===== src/core/ccc_pkg.sv =====
package ccc_pkg;

    // Byte addresses of the unit's register map.
    localparam logic [31:0] ADDR_CTL      = 32'h4002_1000;
    localparam logic [31:0] ADDR_CFG0     = 32'h4002_1004;
    localparam logic [31:0] ADDR_INT      = 32'h4002_1008;
    localparam logic [31:0] ADDR_PB2_RST  = 32'h4002_100c;
    localparam logic [31:0] ADDR_PB1_RST  = 32'h4002_1010;
    localparam logic [31:0] ADDR_HB_CEN   = 32'h4002_1014;
    localparam logic [31:0] ADDR_PB2_CEN  = 32'h4002_1018;
    localparam logic [31:0] ADDR_PB1_CEN  = 32'h4002_101c;
    localparam logic [31:0] ADDR_BD_CTL   = 32'h4002_1020;
    localparam logic [31:0] ADDR_CSR      = 32'h4002_1024;
    localparam logic [31:0] ADDR_HB_RST   = 32'h4002_1028;

    // clock_control fields.
    localparam int CTL_PLL_RDY  = 25;
    localparam int CTL_PLL_EN   = 24;
    localparam int CTL_HSE_LP   = 20;
    localparam int CTL_CSS_EN   = 19;
    localparam int CTL_HSE_BYP  = 18;
    localparam int CTL_HSE_RDY  = 17;
    localparam int CTL_HSE_EN   = 16;
    localparam int CTL_CAL_LO   = 8;
    localparam int CTL_TRIM_LO  = 3;
    localparam int CTL_HSI_LP   = 2;
    localparam int CTL_HSI_RDY  = 1;
    localparam int CTL_HSI_EN   = 0;

    // clock_config_0 fields (low bit of each).
    localparam int CFG_ADC_SEL  = 31;
    localparam int CFG_DUTY_LO  = 28;
    localparam int CFG_MCO_LO   = 24;
    localparam int CFG_USB_LO   = 22;
    localparam int CFG_MUL_LO   = 18;
    localparam int CFG_XTPRE    = 17;
    localparam int CFG_SRC      = 16;
    localparam int CFG_ADCP_LO  = 14;
    localparam int CFG_PB2_LO   = 11;
    localparam int CFG_PB1_LO   = 8;
    localparam int CFG_HB_LO    = 4;
    localparam int CFG_SWS_LO   = 2;
    localparam int CFG_SW_LO    = 0;

    // clock_interrupt fields handled here.
    localparam int INT_CSS_CLR  = 23;
    localparam int INT_CSS_FLAG = 7;

    // Reset values.
    localparam logic [4:0] TRIM_RST     = 5'h10;
    localparam logic       HSE_LP_RST   = 1'b1;
    localparam logic       HSI_EN_RST   = 1'b1;
    localparam logic       HSI_RDY_RST  = 1'b1;

    // Source encodings shared by select and status fields.
    localparam logic [1:0] SRC_HSI = 2'h0;
    localparam logic [1:0] SRC_HSE = 2'h1;
    localparam logic [1:0] SRC_PLL = 2'h2;

    // Oscillator cycles the ready flag lingers after disable.
    localparam int RDY_HOLD_CYCLES = 6;

endpackage


===== src/core/ccc_osc_if.sv =====
`timescale 1ns/1ps
interface ccc_osc_if;
    logic en;       // Oscillator enable from the register file.
    logic stable;   // Raw oscillator stable indication (pin).
    logic tick;     // Raw oscillator clock (pin), sampled.
    logic ready;    // Ready flag back to the register file.

    modport core
    (
        output en,
        output stable,
        output tick,
        input  ready
    );

    modport trk
    (
        input  en,
        input  stable,
        input  tick,
        output ready
    );
endinterface


===== src/core/ccc_osc_ready.sv =====
`timescale 1ns/1ps
module ccc_osc_ready #(
    parameter logic RESET_READY = 1'b0
) (
    input  wire logic clk,   // System clock.
    input  wire logic rstn,  // Asynchronous reset, active low.
    ccc_osc_if.trk    osc    // Oscillator controls and ready flag.
);
    typedef struct packed {
        logic [1:0] stb_s;
        logic [1:0] tck_s;
        logic       tck_prev;
        logic [2:0] cnt;
        logic       ready;
    } ccc_rdy_st_t;

    ccc_rdy_st_t st_r;
    ccc_rdy_st_t st_nxt;

    assign osc.ready = st_r.ready;

    // The oscillator clock is far slower than clk in practice, so its
    // rising edges are counted after a two-stage synchroniser.
    always_comb
    begin
        st_nxt          = st_r;
        st_nxt.stb_s    = {st_r.stb_s[0], osc.stable};
        st_nxt.tck_s    = {st_r.tck_s[0], osc.tick};
        st_nxt.tck_prev = st_r.tck_s[1];
        if (osc.en)
        begin
            st_nxt.cnt = 3'h0;
            if (st_r.stb_s[1])
            begin
                st_nxt.ready = 1'b1;
            end
        end
        else if (st_r.ready && st_r.tck_s[1] && !st_r.tck_prev)
        begin
            if (st_r.cnt == 3'(ccc_pkg::RDY_HOLD_CYCLES - 1))
            begin
                st_nxt.ready = 1'b0;
                st_nxt.cnt   = 3'h0;
            end
            else
            begin
                st_nxt.cnt = 3'(st_r.cnt + 3'h1);
            end
        end
    end

    always_ff @(posedge clk or negedge rstn)
    begin
        if (!rstn)
        begin
            st_r       <= '0;
            st_r.ready <= RESET_READY;
        end
        else
        begin
            st_r <= st_nxt;
        end
    end
endmodule


===== src/core/ccc_core.sv =====
// Chosen here: the strobed register port.
`timescale 1ns/1ps
module ccc_core
(
    input  wire logic        clk,            // System clock, 100 MHz.
    input  wire logic        rstn,           // Async reset, active low.
    input  wire logic [31:0] addr,           // Register byte address.
    input  wire logic [31:0] wdata,          // Register write data.
    input  wire logic        wr,             // Write strobe.
    input  wire logic        rd,             // Read strobe.
    output logic      [31:0] rdata,          // Read data, next cycle.
    input  wire logic        lp_enter,       // Stop/Standby entry pulse.
    input  wire logic        lp_exit,        // Stop/Standby wake pulse.
    input  wire logic        pll_locked_pin, // PLL lock indication.
    input  wire logic        hse_fault_pin,  // EXTERNAL_FAST_OSC clock-missing detector.
    input  wire logic        hsi_stable_pin, // INTERNAL_FAST_OSC oscillator settled.
    input  wire logic        hsi_clk_pin,    // INTERNAL_FAST_OSC oscillator clock.
    input  wire logic        hse_stable_pin, // EXTERNAL_FAST_OSC oscillator settled.
    input  wire logic        hse_clk_pin,    // EXTERNAL_FAST_OSC oscillator clock.
    input  wire logic [7:0]  cal_value,      // Factory calibration byte.
    input  wire logic [4:0]  lp_trim_value,  // Stored low-power trim.
    output logic             pll_enable,     // PLL run.
    output logic             ext_osc_enable, // EXTERNAL_FAST_OSC oscillator run.
    output logic             ext_clock_bypass, // EXTERNAL_FAST_OSC bypass mode.
    output logic             ext_osc_low_power, // EXTERNAL_FAST_OSC low-power mode.
    output logic             int_osc_enable, // INTERNAL_FAST_OSC oscillator run.
    output logic             int_osc_low_power, // INTERNAL_FAST_OSC at 1 MHz.
    output logic      [7:0]  int_osc_tune,   // Calibration plus trim.
    output logic      [1:0]  system_clock_source_status, // Active source.
    output logic      [9:0]  hb_div_factor,  // System clock to HCLK.
    output logic      [4:0]  pb1_div_factor, // HCLK to PB1 clock.
    output logic      [4:0]  pb2_div_factor, // HCLK to PB2 clock.
    output logic      [3:0]  adc_div_factor, // PB2 clock to ADC clock.
    output logic             adc_from_hclk,  // ADC clocked by HCLK.
    output logic      [2:0]  adc_duty_extra, // Extra high HCLK cycles.
    output logic      [4:0]  pll_mult_factor, // PLL multiplication.
    output logic             pll_from_ext,   // PLL fed from EXTERNAL_FAST_OSC.
    output logic             pll_ext_halve,  // EXTERNAL_FAST_OSC halved into PLL.
    output logic      [2:0]  usb_div_x2,     // USB divider times two.
    output logic      [3:0]  clkout_sel,     // One-hot sys/hsi/hse/pll2, or zero.
    output logic             clock_security_flag, // EXTERNAL_FAST_OSC failure seen.
    output logic             nmi_req         // Clock failure NMI pulse.
);
    typedef struct packed {
        logic        pll_en;
        logic        hse_en;
        logic        hse_byp;
        logic        hse_lp;
        logic        css_en;
        logic        hsi_en;
        logic        hsi_lp;
        logic [4:0]  trim;
        logic [7:0]  cal;
        logic        cal_done;
        logic        adc_sel;
        logic [2:0]  duty;
        logic [2:0]  mco;
        logic [1:0]  usb;
        logic [3:0]  mul;
        logic        xtpre;
        logic        src;
        logic [1:0]  adcpre;
        logic [2:0]  pb2;
        logic [2:0]  pb1;
        logic [3:0]  hb;
        logic [1:0]  sws;
        logic [1:0]  sw;
        logic        css_flag;
        logic        nmi;
        logic [1:0]  lock_s;
        logic [1:0]  fault_s;
        logic [31:0] rdata;
        logic [7:0]  tune;
        logic [9:0]  hb_fac;
        logic [4:0]  pb1_fac;
        logic [4:0]  pb2_fac;
        logic [3:0]  adc_fac;
        logic [4:0]  mul_fac;
        logic [2:0]  usb_x2;
        logic [3:0]  clkout;
    } ccc_core_st_t;

    ccc_core_st_t st_r;
    ccc_core_st_t st_nxt;

    ccc_osc_if hsi_if ();
    ccc_osc_if hse_if ();

    assign hsi_if.en     = st_r.hsi_en;
    assign hsi_if.stable = hsi_stable_pin;
    assign hsi_if.tick   = hsi_clk_pin;
    assign hse_if.en     = st_r.hse_en;
    assign hse_if.stable = hse_stable_pin;
    assign hse_if.tick   = hse_clk_pin;

    ccc_osc_ready #(
        .RESET_READY (ccc_pkg::HSI_RDY_RST)
    ) u_hsi_ready (
        .clk  (clk),
        .rstn (rstn),
        .osc  (hsi_if.trk)
    );

    ccc_osc_ready #(
        .RESET_READY (1'b0)
    ) u_hse_ready (
        .clk  (clk),
        .rstn (rstn),
        .osc  (hse_if.trk)
    );

    function automatic logic [4:0] pb_factor(input logic [2:0] code);
        pb_factor = code[2] ? 5'(5'h2 << code[1:0]) : 5'h1;
    endfunction

    function automatic logic [9:0] hb_factor(input logic [3:0] code);
        unique case (code)
            4'h8:    hb_factor = 10'h002;
            4'h9:    hb_factor = 10'h004;
            4'ha:    hb_factor = 10'h008;
            4'hb:    hb_factor = 10'h010;
            4'hc:    hb_factor = 10'h040;
            4'hd:    hb_factor = 10'h080;
            4'hf:    hb_factor = 10'h200;
            // Reserved 1110 runs undivided rather than guessing a ratio.
            default: hb_factor = 10'h001;
        endcase
    endfunction

    function automatic logic [3:0] clkout_onehot(input logic [2:0] code);
        clkout_onehot = code[2] ? 4'(4'h1 << code[1:0]) : 4'h0;
    endfunction

    logic        hsi_rdy;
    logic        hse_rdy;
    logic        pll_rdy;
    logic        hse_fail;
    logic        hse_active;
    logic        hit_ctl;
    logic        hit_cfg;
    logic        hit_int;
    logic [1:0]  sw_req;
    logic        sw_target_rdy;
    logic [31:0] ctl_rd;
    logic [31:0] cfg_rd;
    logic [31:0] int_rd;

    assign hsi_rdy = hsi_if.ready;
    assign hse_rdy = hse_if.ready;
    assign pll_rdy = st_r.lock_s[1];
    assign hit_ctl = addr == ccc_pkg::ADDR_CTL;
    assign hit_cfg = addr == ccc_pkg::ADDR_CFG0;
    assign hit_int = addr == ccc_pkg::ADDR_INT;

    // Monitoring is gated by the ready flag so a still starting EXTERNAL_FAST_OSC,
    // or a stopped one once its ready flag has dropped, never reads as a failure.
    assign hse_fail = st_r.fault_s[1] && st_r.css_en && hse_rdy;

    // EXTERNAL_FAST_OSC feeds the system either directly or as the PLL reference.
    assign hse_active = (st_r.sws == ccc_pkg::SRC_HSE)
                     || (st_r.sws == ccc_pkg::SRC_PLL && st_r.src);

    always_comb
    begin
        ctl_rd = '0;
        ctl_rd[ccc_pkg::CTL_PLL_RDY]                  = pll_rdy;
        ctl_rd[ccc_pkg::CTL_PLL_EN]                   = st_r.pll_en;
        ctl_rd[ccc_pkg::CTL_HSE_LP]                   = st_r.hse_lp;
        ctl_rd[ccc_pkg::CTL_CSS_EN]                   = st_r.css_en;
        ctl_rd[ccc_pkg::CTL_HSE_BYP]                  = st_r.hse_byp;
        ctl_rd[ccc_pkg::CTL_HSE_RDY]                  = hse_rdy;
        ctl_rd[ccc_pkg::CTL_HSE_EN]                   = st_r.hse_en;
        ctl_rd[ccc_pkg::CTL_CAL_LO +: 8]              = st_r.cal;
        ctl_rd[ccc_pkg::CTL_TRIM_LO +: 5]             = st_r.trim;
        ctl_rd[ccc_pkg::CTL_HSI_LP]                   = st_r.hsi_lp;
        ctl_rd[ccc_pkg::CTL_HSI_RDY]                  = hsi_rdy;
        ctl_rd[ccc_pkg::CTL_HSI_EN]                   = st_r.hsi_en;
        cfg_rd = '0;
        cfg_rd[ccc_pkg::CFG_ADC_SEL]                  = st_r.adc_sel;
        cfg_rd[ccc_pkg::CFG_DUTY_LO +: 3]             = st_r.duty;
        cfg_rd[ccc_pkg::CFG_MCO_LO +: 3]              = st_r.mco;
        cfg_rd[ccc_pkg::CFG_USB_LO +: 2]              = st_r.usb;
        cfg_rd[ccc_pkg::CFG_MUL_LO +: 4]              = st_r.mul;
        cfg_rd[ccc_pkg::CFG_XTPRE]                    = st_r.xtpre;
        cfg_rd[ccc_pkg::CFG_SRC]                      = st_r.src;
        cfg_rd[ccc_pkg::CFG_ADCP_LO +: 2]             = st_r.adcpre;
        cfg_rd[ccc_pkg::CFG_PB2_LO +: 3]              = st_r.pb2;
        cfg_rd[ccc_pkg::CFG_PB1_LO +: 3]              = st_r.pb1;
        cfg_rd[ccc_pkg::CFG_HB_LO +: 4]               = st_r.hb;
        cfg_rd[ccc_pkg::CFG_SWS_LO +: 2]              = st_r.sws;
        cfg_rd[ccc_pkg::CFG_SW_LO +: 2]               = st_r.sw;
        int_rd = '0;
        int_rd[ccc_pkg::INT_CSS_FLAG]                 = st_r.css_flag;
    end

    always_comb
    begin
        st_nxt         = st_r;
        st_nxt.lock_s  = {st_r.lock_s[0], pll_locked_pin};
        st_nxt.fault_s = {st_r.fault_s[0], hse_fault_pin};
        st_nxt.nmi     = 1'b0;
        sw_req         = st_r.sw;

        // Calibration is caught once, the first cycle after release.
        if (!st_r.cal_done)
        begin
            st_nxt.cal      = cal_value;
            st_nxt.cal_done = 1'b1;
        end

        if (wr && hit_ctl)
        begin
            st_nxt.pll_en  = wdata[ccc_pkg::CTL_PLL_EN];
            st_nxt.hse_lp  = wdata[ccc_pkg::CTL_HSE_LP];
            st_nxt.css_en  = wdata[ccc_pkg::CTL_CSS_EN];
            // Bypass only latches with EXTERNAL_FAST_OSC off, protecting a running
            // crystal from a mode change underneath it.
            if (!st_r.hse_en)
            begin
                st_nxt.hse_byp = wdata[ccc_pkg::CTL_HSE_BYP];
            end
            st_nxt.hse_en  = wdata[ccc_pkg::CTL_HSE_EN];
            st_nxt.hsi_en  = wdata[ccc_pkg::CTL_HSI_EN];
            st_nxt.hsi_lp  = wdata[ccc_pkg::CTL_HSI_LP];
            if (wdata[ccc_pkg::CTL_HSI_LP] && !st_r.hsi_lp)
            begin
                st_nxt.trim = lp_trim_value;
            end
            else
            begin
                st_nxt.trim = wdata[ccc_pkg::CTL_TRIM_LO +: 5];
            end
        end

        if (wr && hit_cfg)
        begin
            st_nxt.adc_sel = wdata[ccc_pkg::CFG_ADC_SEL];
            st_nxt.duty    = wdata[ccc_pkg::CFG_DUTY_LO +: 3];
            st_nxt.mco     = wdata[ccc_pkg::CFG_MCO_LO +: 3];
            st_nxt.usb     = wdata[ccc_pkg::CFG_USB_LO +: 2];
            st_nxt.adcpre  = wdata[ccc_pkg::CFG_ADCP_LO +: 2];
            st_nxt.pb2     = wdata[ccc_pkg::CFG_PB2_LO +: 3];
            st_nxt.pb1     = wdata[ccc_pkg::CFG_PB1_LO +: 3];
            st_nxt.hb      = wdata[ccc_pkg::CFG_HB_LO +: 4];
            if (!st_r.pll_en)
            begin
                st_nxt.mul   = wdata[ccc_pkg::CFG_MUL_LO +: 4];
                st_nxt.xtpre = wdata[ccc_pkg::CFG_XTPRE];
                st_nxt.src   = wdata[ccc_pkg::CFG_SRC];
            end
            // Code 11 names no source and is dropped, keeping the old one.
            if (wdata[ccc_pkg::CFG_SW_LO +: 2] != 2'h3)
            begin
                st_nxt.sw = wdata[ccc_pkg::CFG_SW_LO +: 2];
                sw_req    = wdata[ccc_pkg::CFG_SW_LO +: 2];
            end
        end

        // A fault in the same cycle as the clear keeps the flag set.
        if (wr && hit_int && wdata[ccc_pkg::INT_CSS_CLR])
        begin
            st_nxt.css_flag = 1'b0;
        end

        if (hse_fail)
        begin
            st_nxt.css_flag = 1'b1;
            st_nxt.nmi      = !st_r.css_flag;
            st_nxt.hse_en   = 1'b0;
            if (hse_active)
            begin
                st_nxt.hsi_en = 1'b1;
                st_nxt.pll_en = 1'b0;
                st_nxt.sw     = ccc_pkg::SRC_HSI;
                st_nxt.sws    = ccc_pkg::SRC_HSI;
                sw_req        = ccc_pkg::SRC_HSI;
            end
        end

        if (lp_enter)
        begin
            st_nxt.pll_en = 1'b0;
            st_nxt.hse_en = 1'b0;
        end

        if (lp_exit)
        begin
            st_nxt.hsi_en = 1'b1;
            if (st_r.css_en)
            begin
                st_nxt.sw  = ccc_pkg::SRC_HSI;
                st_nxt.sws = ccc_pkg::SRC_HSI;
                sw_req     = ccc_pkg::SRC_HSI;
            end
        end

        // Except for the forced fault and wake fallbacks to INTERNAL_FAST_OSC, the system stays on the old source until the target is ready.
        unique case (sw_req)
            ccc_pkg::SRC_HSE: sw_target_rdy = hse_rdy;
            ccc_pkg::SRC_PLL: sw_target_rdy = pll_rdy;
            default:          sw_target_rdy = hsi_rdy;
        endcase
        if (sw_target_rdy && !hse_fail && !lp_exit)
        begin
            st_nxt.sws = sw_req;
        end

        st_nxt.rdata = '0;
        if (rd)
        begin
            if (hit_ctl)
            begin
                st_nxt.rdata = ctl_rd;
            end
            else if (hit_cfg)
            begin
                st_nxt.rdata = cfg_rd;
            end
            else if (hit_int)
            begin
                st_nxt.rdata = int_rd;
            end
        end

        st_nxt.tune    = 8'(st_nxt.cal + {3'h0, st_nxt.trim});
        st_nxt.hb_fac  = hb_factor(st_nxt.hb);
        st_nxt.pb1_fac = pb_factor(st_nxt.pb1);
        st_nxt.pb2_fac = pb_factor(st_nxt.pb2);
        st_nxt.adc_fac = 4'({1'b0, st_nxt.adcpre, 1'b0} + 4'h2);
        st_nxt.mul_fac = (st_nxt.mul == 4'hf) ? 5'h12
                                              : 5'({1'b0, st_nxt.mul} + 5'h2);
        unique case (st_nxt.usb)
            2'h1:    st_nxt.usb_x2 = 3'h4;
            2'h2:    st_nxt.usb_x2 = 3'h3;
            default: st_nxt.usb_x2 = 3'h2;
        endcase
        st_nxt.clkout  = clkout_onehot(st_nxt.mco);
    end

    always_ff @(posedge clk or negedge rstn)
    begin
        if (!rstn)
        begin
            st_r         <= '0;
            st_r.trim    <= ccc_pkg::TRIM_RST;
            st_r.hse_lp  <= ccc_pkg::HSE_LP_RST;
            st_r.hsi_en  <= ccc_pkg::HSI_EN_RST;
            st_r.hb_fac  <= 10'h001;
            st_r.pb1_fac <= 5'h01;
            st_r.pb2_fac <= 5'h01;
            st_r.adc_fac <= 4'h2;
            st_r.mul_fac <= 5'h02;
            st_r.usb_x2  <= 3'h2;
        end
        else
        begin
            st_r <= st_nxt;
        end
    end

    assign rdata                = st_r.rdata;
    assign pll_enable           = st_r.pll_en;
    assign ext_osc_enable       = st_r.hse_en;
    assign ext_clock_bypass     = st_r.hse_byp;
    assign ext_osc_low_power    = st_r.hse_lp;
    assign int_osc_enable       = st_r.hsi_en;
    assign int_osc_low_power    = st_r.hsi_lp;
    assign int_osc_tune         = st_r.tune;
    assign system_clock_source_status = st_r.sws;
    assign hb_div_factor        = st_r.hb_fac;
    assign pb1_div_factor       = st_r.pb1_fac;
    assign pb2_div_factor       = st_r.pb2_fac;
    assign adc_div_factor       = st_r.adc_fac;
    assign adc_from_hclk        = st_r.adc_sel;
    assign adc_duty_extra       = st_r.duty;
    assign pll_mult_factor      = st_r.mul_fac;
    assign pll_from_ext         = st_r.src;
    assign pll_ext_halve        = st_r.xtpre;
    assign usb_div_x2           = st_r.usb_x2;
    assign clkout_sel           = st_r.clkout;
    assign clock_security_flag  = st_r.css_flag;
    assign nmi_req              = st_r.nmi;
endmodule


===== config.mk =====
export PLATFORM = sky130hd
export DESIGN_NAME = ccc_core
export DESIGN_NICKNAME = d
export VERILOG_FILES = /design/src/core/ccc_pkg.sv /design/src/core/ccc_osc_if.sv /design/src/core/ccc_osc_ready.sv /design/src/core/ccc_core.sv
export SDC_FILE = /design/constraint.sdc
export NUM_CORES = 1
export LEC_CHECK = 0
export BUFFER_PORTS_ARGS = -buffer_cell sky130_fd_sc_hd__buf_2
export CAP_MARGIN = 0
export CORE_ASPECT_RATIO = 1.2
export CORE_MARGIN = 5
export CORE_UTILIZATION = 53
export CTS_CLUSTER_DIAMETER = 80
export DETAILED_ROUTE_END_ITERATION = 10
export PLACE_DENSITY = 0.8
export REMOVE_ABC_BUFFERS = 1
export SKIP_CTS_REPAIR_TIMING = 1
export SYNTH_ARGS = -nofsm -noshare
export SYNTH_HDL_FRONTEND = slang
export SYNTH_SLANG_ARGS = --single-unit
export TNS_END_PERCENT = 5

===== constraint.sdc =====
create_clock -name clk -period 2.8 [get_ports clk]
set_clock_uncertainty 0.05 [all_clocks]
set_input_delay 0.28 -clock clk [delete_from_list [all_inputs] [get_ports clk]]
set_output_delay 0.28 -clock clk [all_outputs]
set_load 0.03 [all_outputs]

==> results, run 1 <==
- The commonest cells after synthesis are 138 x sky130_fd_sc_hd__dfrtp_1, 82 x sky130_fd_sc_hd__buf_4, 81 x sky130_fd_sc_hd__nand2_1, 28 x sky130_fd_sc_hd__nor2b_1, 22 x sky130_fd_sc_hd__a22oi_1.
- The run finished with clean final reports.
- The worst endpoint required time is between 3 and 4 ns.
- The share of synthesized area in the top cell type comes to 0.4974.
- The number of distinct library cell variants in the gate-level netlist after synthesis is between 60 and 70.
- The later pin in the worst-skew pair is clocked with a latency of between 0.4 and 0.5 ns.
- The placed standard-cell area is between 0.007 and 0.008 mm2.
- The count of final hold-check violations is 0.
- The via count of the first global-routing pass is around 5400.
- The reported max-cap violation count is 0.
- The number of CTS-inserted buffers is 17.
- The first-pass GRT wire length is between 20000 and 30000 um.
- The initial antenna violation count came to 1.
- The cell count after placement is 891.
- The critical path launch point type is a primary input.
- Buffers placed on the I/O ports in this run total between 150 and 200.
- The number of max-slew violations in the final report is 0.
- Summed over all layers, the global routing overflow is 0.
- The number of top-level pins is roughly 180.
- The CTS tree is built.
- The top fanout value on the critical path is 2.
- The number of cells on the worst reg-to-reg path is 9.
- The worst pin sits at a relative slew slack of 0.6301.
- The overall power is around 5.1 mW.
- The most used flip-flop cell after synthesis is sky130_fd_sc_hd__dfrtp_1.
- The floorplan has 45 rows.
- The kind of end point of the critical path is a flip-flop.
- The routed layout has just over 5000 vias.
- For this design the static power due to leakage is 4.303 nW.
- For the pin with the worst max-slew slack, the measured transition is about 0.55 ns.
- The largest area contributor in the netlist is sky130_fd_sc_hd__dfrtp_1.
- The data arrival time of the worst path is 2.95 ns.
- The fraction of synthesis flops using an asynchronous set or reset pin is 1.000.
- Dividing the synthesized area by the synthesized cell count gives between 10 and 15 um2.
- The first detailed-routing pass took 4 iterations.
- CTS built an H-tree with a depth of 4.
- Wires add up to about 17000 um.
- The floorplan step set the die width to around 110 um.
- The layout has around 950 filler cells.
- The total track usage is 0.2258.
- The area taken by flip-flops and latches is roughly 0.0037 mm2.
- The number of nets in the final layout is approximately 860.
- The number of instances in the synthesized netlist is 620.
- The met3 track demand over resource in global routing is 0.05407.
- The number of DRC markers in iteration 0 is approximately 340.
- The depth of the worst hold-timing path is 3.
- The final weighted congestion in routability-driven placement is about 0.80.
- IR analysis of the VDD net gives a maximum drop of about 0.35 mV.
- After synthesis, the cell types taking the most area are sky130_fd_sc_hd__dfrtp_1 50%, sky130_fd_sc_hd__buf_4 8.9%, sky130_fd_sc_hd__nand2_1 4.4%.
- The detail-routed net length per standard cell is roughly 18 um.
- The area growth from synthesis to layout is 21.07%.
- The count of placed standard cells in the final layout, fillers left out is just over 900.
- The time the worst path needs with I/O delays and setup is between 2 and 3 ns.
- The floorplan step set the die height to between 100 and 150 um.
- The endpoint of the worst hold-timing path is adc_duty_extra[0].
- Synthesis inferred about 150 register bits.
- The clock net in this run drives a total of 148 sinks.
- The effective utilization at floorplan is 0.5432.
- The number of warnings reported in the yosys synthesis log is 0.
- The netlist area before placement is just under 0.007 mm2.
- In the finished design, the share of the clock period the worst path needs comes to 0.9644.
- The clock tree buffer depth is 2.
- The total area inside the core boundary comes to about 0.013 mm2.
- The worst hold path begins at wdata[28].
- The number of setup violations in the final report is 0.
- The floorplan step defined a die boundary enclosing about 0.015 mm2.
- Yosys instantiated no cell more often than sky130_fd_sc_hd__dfrtp_1.
- The worst setup slack for register-to-register paths is around 0.18 ns.
- After clock tree synthesis, the clock-pin slew on the worst setup and hold paths is 0.06 ns.
- The setup TNS is 0 ns.
- For this run, global-route usage on met2 was measured as 0.3880.
- The cell sitting at the root of the clock tree is a sky130_fd_sc_hd__clkbuf_16.
- The class of the tightest hold or removal check is primary input to flip-flop.
- The power per unit of standard cell area is just over 600 mW/mm2.
- The total DRC errors in the routed layout is 0.
- The final antenna-violating net count is 0.
- The detailed-route vias per instance is roughly 5.4.
- The multi-input combinational cells in the finished layout cover a total of ~0.0025 mm2.
- The worst setup path category is primary input to flip-flop.
- The sequential share of the synthesized area is 0.5352.
- After routing the design area is 0.008406 mm2.
- The sum of net half-perimeters after detailed placement is 12240 um.
- The routing usage on met1 is 0.2759.
- The busiest metal layer after global routing is met2.
- The fmax is around 0.37 GHz.
- The largest net degree at the start of global routing is just over 60.
- The number of flops mapped to enable cells by yosys is 0.
- In the final layout, the share of cells above drive strength 1 is 0.3844.
==> kinds of logic (layout without fill, tap and decap cells) <==
family          Yosys count  in the layout  share of synthesized area
mux                      27             27                    0.04397
xor+xnor                  7              7                   0.008831
compound gates           91             91                    0.09101
buf+inv                 121            268                     0.1143
other cells               2              6                   0.001082
fa+ha+maj                10             10                    0.01910
simple gates            214            214                     0.1865
flops                   148            148                     0.5352
==> registers in the layout, indices dropped and copies added (netlist names), 2 cells and up, named ones only <==
signal	cells
adc_div_factor	3
adc_duty_extra	3
cfg_rd	23
clkout_sel	4
ctl_rd	15
hb_div_factor	8
int_osc_tune	8
pb1_div_factor	5
pb2_div_factor	5
pll_mult_factor	5
rdata	31
st_nxt	2
st_r	2
u_hse_ready.st_nxt	3
u_hse_ready.st_r	5
u_hsi_ready.st_nxt	3
u_hsi_ready.st_r	5
usb_div_x2	3
==> critical path: stages <==
cell	delay, ns
sky130_fd_sc_hd__buf_2	0.12
sky130_fd_sc_hd__nor4_4	0.37
sky130_fd_sc_hd__nand4_4	0.14
sky130_fd_sc_hd__or4b_4	0.61
sky130_fd_sc_hd__o21ai_2	0.17
sky130_fd_sc_hd__ha_1	0.19
sky130_fd_sc_hd__inv_1	0.05
sky130_fd_sc_hd__fa_1	0.38
sky130_fd_sc_hd__nor2b_1	0.13
sky130_fd_sc_hd__o21ai_1	0.10
sky130_fd_sc_hd__a21boi_1	0.20
sky130_fd_sc_hd__o21ai_1	0.10
sky130_fd_sc_hd__xnor2_1	0.12
==> power breakdown <==
part	switching, mW	internal, mW
Sequential	0.0191	2.17
Combinational	0.185	0.122
Clock	0.831	1.78
Total	1.04	4.08
==> layout make-up <==
cell class | count | area share
Clock inverter | 10 | 0.02709
Timing Repair Buffer | 221 | 0.1506
Inverter | 15 | 0.006698
Tap cell | 164 | 0.02441
Antenna cell | 1 | 0.0002977
Clock buffer | 22 | 0.05403
Sequential cell | 148 | 0.4421
Multi-Input combinational cell | 354 | 0.2947
==> stage by stage <==
step	hold WS, ns	util	worst slack, ns
2_1_floorplan	-0.06559	-	-1.767
4_1_cts	-0.2040	0.6481	-0.1743
6_report	0.01272	0.6577	0.09976
3_3_place_gp	0.2315	0.5947	-0.4123
5_1_grt	0.01654	0.6577	-0.01154
3_5_place_dp	0.2394	0.5947	-0.6093
==> worst max-delay path by stage <==
stage,start,slack [ns],end,cells after the start
4_1_cts,addr[14],-0.17,int_osc_tune[6],13
3_3_place_gp,addr[14],-0.41,int_osc_tune[6],13
5_1_grt,addr[18],-0.01,int_osc_tune[6],13
3_5_place_dp,addr[14],-0.61,int_osc_tune[6],13
6_report,addr[18],0.1,int_osc_tune[6],13
2_1_floorplan,addr[24],-1.77,flip-flop,10
==> per-layer routing <==
metal,routed length (um),share of wire
met5,0,0
met4,396,0.023
met3,1178,0.069
met2,8852,0.52
met1,6597,0.39
==> cells in the final DEF, fill, tap and decap left out, types with 10 or more instances in the layout <==
master / instances
sky130_fd_sc_hd__nand3_1: 14
sky130_fd_sc_hd__nand4b_1: 10
sky130_fd_sc_hd__mux2_2: 12
sky130_fd_sc_hd__dfstp_2: 10
sky130_fd_sc_hd__o21ai_0: 13
sky130_fd_sc_hd__inv_1: 15
sky130_fd_sc_hd__mux2i_1: 10
sky130_fd_sc_hd__clkbuf_16: 17
sky130_fd_sc_hd__a21oi_1: 15
sky130_fd_sc_hd__buf_4: 35
sky130_fd_sc_hd__dfrtp_1: 138
sky130_fd_sc_hd__nand2_1: 81
sky130_fd_sc_hd__nor2b_1: 28
sky130_fd_sc_hd__nor2_1: 19
sky130_fd_sc_hd__buf_2: 174
sky130_fd_sc_hd__a22oi_1: 22
Note: power is estimated with default switching activity, not from simulation.
==> run 2, diff against run 1 <==
--- a/config.mk
+++ b/config.mk
@@ -7,12 +7,16 @@
 export LEC_CHECK = 0
 export BUFFER_PORTS_ARGS = -buffer_cell sky130_fd_sc_hd__buf_2
 export CAP_MARGIN = 0
+export CELL_PAD_IN_SITES_DETAIL_PLACEMENT = 2
+export CELL_PAD_IN_SITES_GLOBAL_PLACEMENT = 2
 export CORE_ASPECT_RATIO = 1.2
 export CORE_MARGIN = 5
-export CORE_UTILIZATION = 53
+export CORE_UTILIZATION = 34
 export CTS_CLUSTER_DIAMETER = 80
+export CTS_CLUSTER_SIZE = 30
 export DETAILED_ROUTE_END_ITERATION = 10
-export PLACE_DENSITY = 0.8
+export MAX_ROUTING_LAYER = met4
+export PLACE_DENSITY = 0.81
 export REMOVE_ABC_BUFFERS = 1
 export SKIP_CTS_REPAIR_TIMING = 1
 export SYNTH_ARGS = -nofsm -noshare
==> results, run 2 (same netlist as run 1, synthesis figures left out) <==
- The run finished with clean final reports.
- The kind of end point of the critical path is a flip-flop.
- The slowest cell on the critical path is sky130_fd_sc_hd__or4b_4.
- The launching instance or port of the critical path is addr[31].
- The peak supply drop was 0.3833 mV (+11%).
- The via count of the first global-routing pass was 6072 (+13%).
- The tightest min-delay check is of the primary input to flip-flop type.
- The final antenna-violating net count was 0 (unchanged).
- The number of top-level pins was 181 (unchanged).
- The area growth from synthesis to layout is 21.14% (about the same).
- Setup repair after global routing could not meet its margin everywhere.
- The y dimension of the die was 166.5 um (+23%).
- The largest net degree at the start of global routing came to 71 (+15%).
- The number of flip-flops in the largest register is 31 (unchanged).
- The time the worst path needs with I/O delays and setup came to 2.775 ns (+0.07505 ns).
- The die area is 0.02339 mm2 (+51%).
- The effective utilization at floorplan was 0.3440 (-0.1992).
- The clock root buffer master is sky130_fd_sc_hd__clkbuf_16.
- The row count came to 57 (+27%).
- The number of setup violations in the final report came to 0 (unchanged).
- The count of input and output buffers was 175 (unchanged).
- The TritonCTS sink count is 148 (unchanged).
- The number of CTS-inserted buffers came to 17 (unchanged).
- The minimum setup slack after placement came to -0.5956 ns (+0.01376 ns).
- The number of DRC markers in iteration 0 is 190 (-45%).
- The reported leakage power is 4.237 nW (-1.5%).
- The total global routing overflow was 0 (unchanged).
- The number of max-slew violations in the final report came to 0 (unchanged).
- The initial antenna violation count is 1 (unchanged).
- The insertion delay to the later sink of the worst-skew pair is 0.42 ns (about the same).
- The area taken by flip-flops and latches is 0.003716 mm2 (unchanged).
- The final clock period utilization by the worst path is 0.9912 (+0.02680).
- The library cells used most frequently in the layout, excluding fill and tap cells, are 174 x sky130_fd_sc_hd__buf_2, 138 x sky130_fd_sc_hd__dfrtp_1, 81 x sky130_fd_sc_hd__nand2_1.
- The origin of the critical flop-to-flop path is int_osc_low_power.
- The clock transition at the registers of the reported paths came to 0.06 ns (about the same).
- The buffer and inverter count on the worst path was 2 (unchanged).
- The number of nets in the final layout was 854 (-0.23%).
- The setup slack after layout was 0.02472 ns (-0.07505 ns).
- Broken down by cell family, the worst path's largest delay share belongs to simple AND/OR/NAND/NOR gates.
- The fmax came to 0.3603 GHz (-2.7%).
- The routed wire length is 21720 um (+28%).
- The worst setup path is of the primary input to flip-flop kind.
- The overall die width is 140.5 um (+23%).
- TritonCTS built the clock tree.
- The count of final hold-check violations was 0 (unchanged).
- The delay of the slowest critical-path stage is 0.59 ns (-0.02 ns).
- The library cell used most frequently in the layout, excluding fill and tap cells, is sky130_fd_sc_hd__buf_2.
- The number of search-and-repair iterations in the first detailed-routing pass came to 4 (unchanged).
- The sum of net half-perimeters after detailed placement is 16000 um (+31%).
- The clock tree buffer depth is 2 (unchanged).
- The first-pass GRT wire length is 34040 um (+25%).
- The ratio of cells with drive above 1 in the final layout is 0.3932 (+0.008814).
- The detail-routed net length per standard cell is 21.00 um (+15%).
- Traced cell by cell, the critical path runs through buf_2 > nor4b_4 > nand4_4 > or4b_4 > buf_4 > nand2_1 > o21ai_1 > ha_1 > a21o_1 > a21oi_2 > o21ai_0 > a21oi_1 > xnor2_1.
- In this run the most critical hold path is launched from wdata[31].
- The setup TNS was 0 ns (unchanged).
- The worst endpoint required time is 3.09 ns (+0.04 ns).
- The count of vias placed by the detailed router is 5153 (+1.6%).
- The power per unit of standard cell area is 560.8 mW/mm2 (-7.8%).
- The top fanout value on the critical path is 12 (+10).
- The footprint of the multi-input gates is 0.002490 mm2 (+0.50%).
- The detailed-route vias per instance is 4.984 (-8.1%).
- The placeable core region is 0.02018 mm2 (+58%).
- The total DRC errors in the routed layout is 0 (unchanged).
- The reported max-cap violation count is 0 (unchanged).
- The utilization of the core after routing is 0.4167 (-0.2409).
- The final weighted congestion in routability-driven placement is 0.8192 (+2.0%).
- The total track usage came to 0.1909 (-0.03486).
- The deepest level of the CTS H-tree is 4 (unchanged).
- The critical path launch point type is a primary input.
- The number of fill cells in the layout is 2104 (+120%).
- The data arrival time of the worst path came to 3.06 ns (+0.11 ns).
-- run 2: changes by cell type in the layout (fill, tap and decap cells not counted), sizes merged --
cell,delta
clkinv,+2
inv,+2
bufinv,-6
clkinvlp,+3
clkbuf,-1
dlygate4sd3,-2
-- run 2: through the flow --
stage | power (mW) | instance area [um2] | instances | hold WS (ns)
CTS | 4.774 | 8314 | 1026 | -0.2474
global placement | 2.529 | 7742 | 994 | 0.2059
global route | 4.898 | 8411 | 1034 | 0.01161
detailed placement | 2.544 | 7742 | 994 | 0.2149
finish | 4.716 | 8411 | 1034 | 0.01122
floorplan | 2.328 | 6217 | 517 | -0.06559
-- run 2: area by class of cell --
cell class	count	share of cell area
Inverter	15	0.006694
Multi-Input combinational cell	354	0.2960
Timing Repair Buffer	219	0.1477
Tap cell	265	0.03942
Clock buffer	21	0.05594
Sequential cell	148	0.4418
Clock inverter	11	0.01205
Antenna cell	1	0.0002975
-- run 2: worst reg2reg max path, cell delays in order (launching register included) --
cell	delay, ns
sky130_fd_sc_hd__dfrtp_1	0.43
sky130_fd_sc_hd__nor2b_1	0.24
sky130_fd_sc_hd__buf_4	0.21
sky130_fd_sc_hd__mux2i_1	0.28
sky130_fd_sc_hd__o21ai_1	0.14
sky130_fd_sc_hd__ha_1	0.32
sky130_fd_sc_hd__a21o_1	0.20
sky130_fd_sc_hd__a21oi_2	0.19
sky130_fd_sc_hd__o21ai_0	0.13
sky130_fd_sc_hd__a21oi_1	0.20
sky130_fd_sc_hd__xnor2_1	0.15
-- run 2: power by group --
group / internal [mW] / total, mW / switching, mW
combinational: 0.121 / 0.318 / 0.197
clock: 1.30 / 2.20 / 0.910
sequential: 2.17 / 2.19 / 0.0198
total: 3.59 / 4.72 / 1.13
-- run 2: path summary, 6_finish.rpt --
kind / to / depth (start not counted) / slack, ns
min reg2reg: u_hsi_ready.st_r[8] / 0 / 0.30
min: adc_from_hclk / 3 / 0.01
max reg2reg: int_osc_tune[5] / 10 / 0.21
max: int_osc_tune[5] / 13 / 0.02
max in group asynchronous: hb_div_factor[0] / 3 / 1.56
min in group asynchronous: u_hse_ready.st_nxt[4] / 2 / 0.33
-- run 2: layer usage --
metal,global-route usage,share of wire,vias to the layer above
met3,0.03470,0.038,33
li1,-,-,2336
met1,0.2117,0.40,2642
met2,0.3423,0.54,142
met4,0.06658,0.023,0
met5,-,0,-
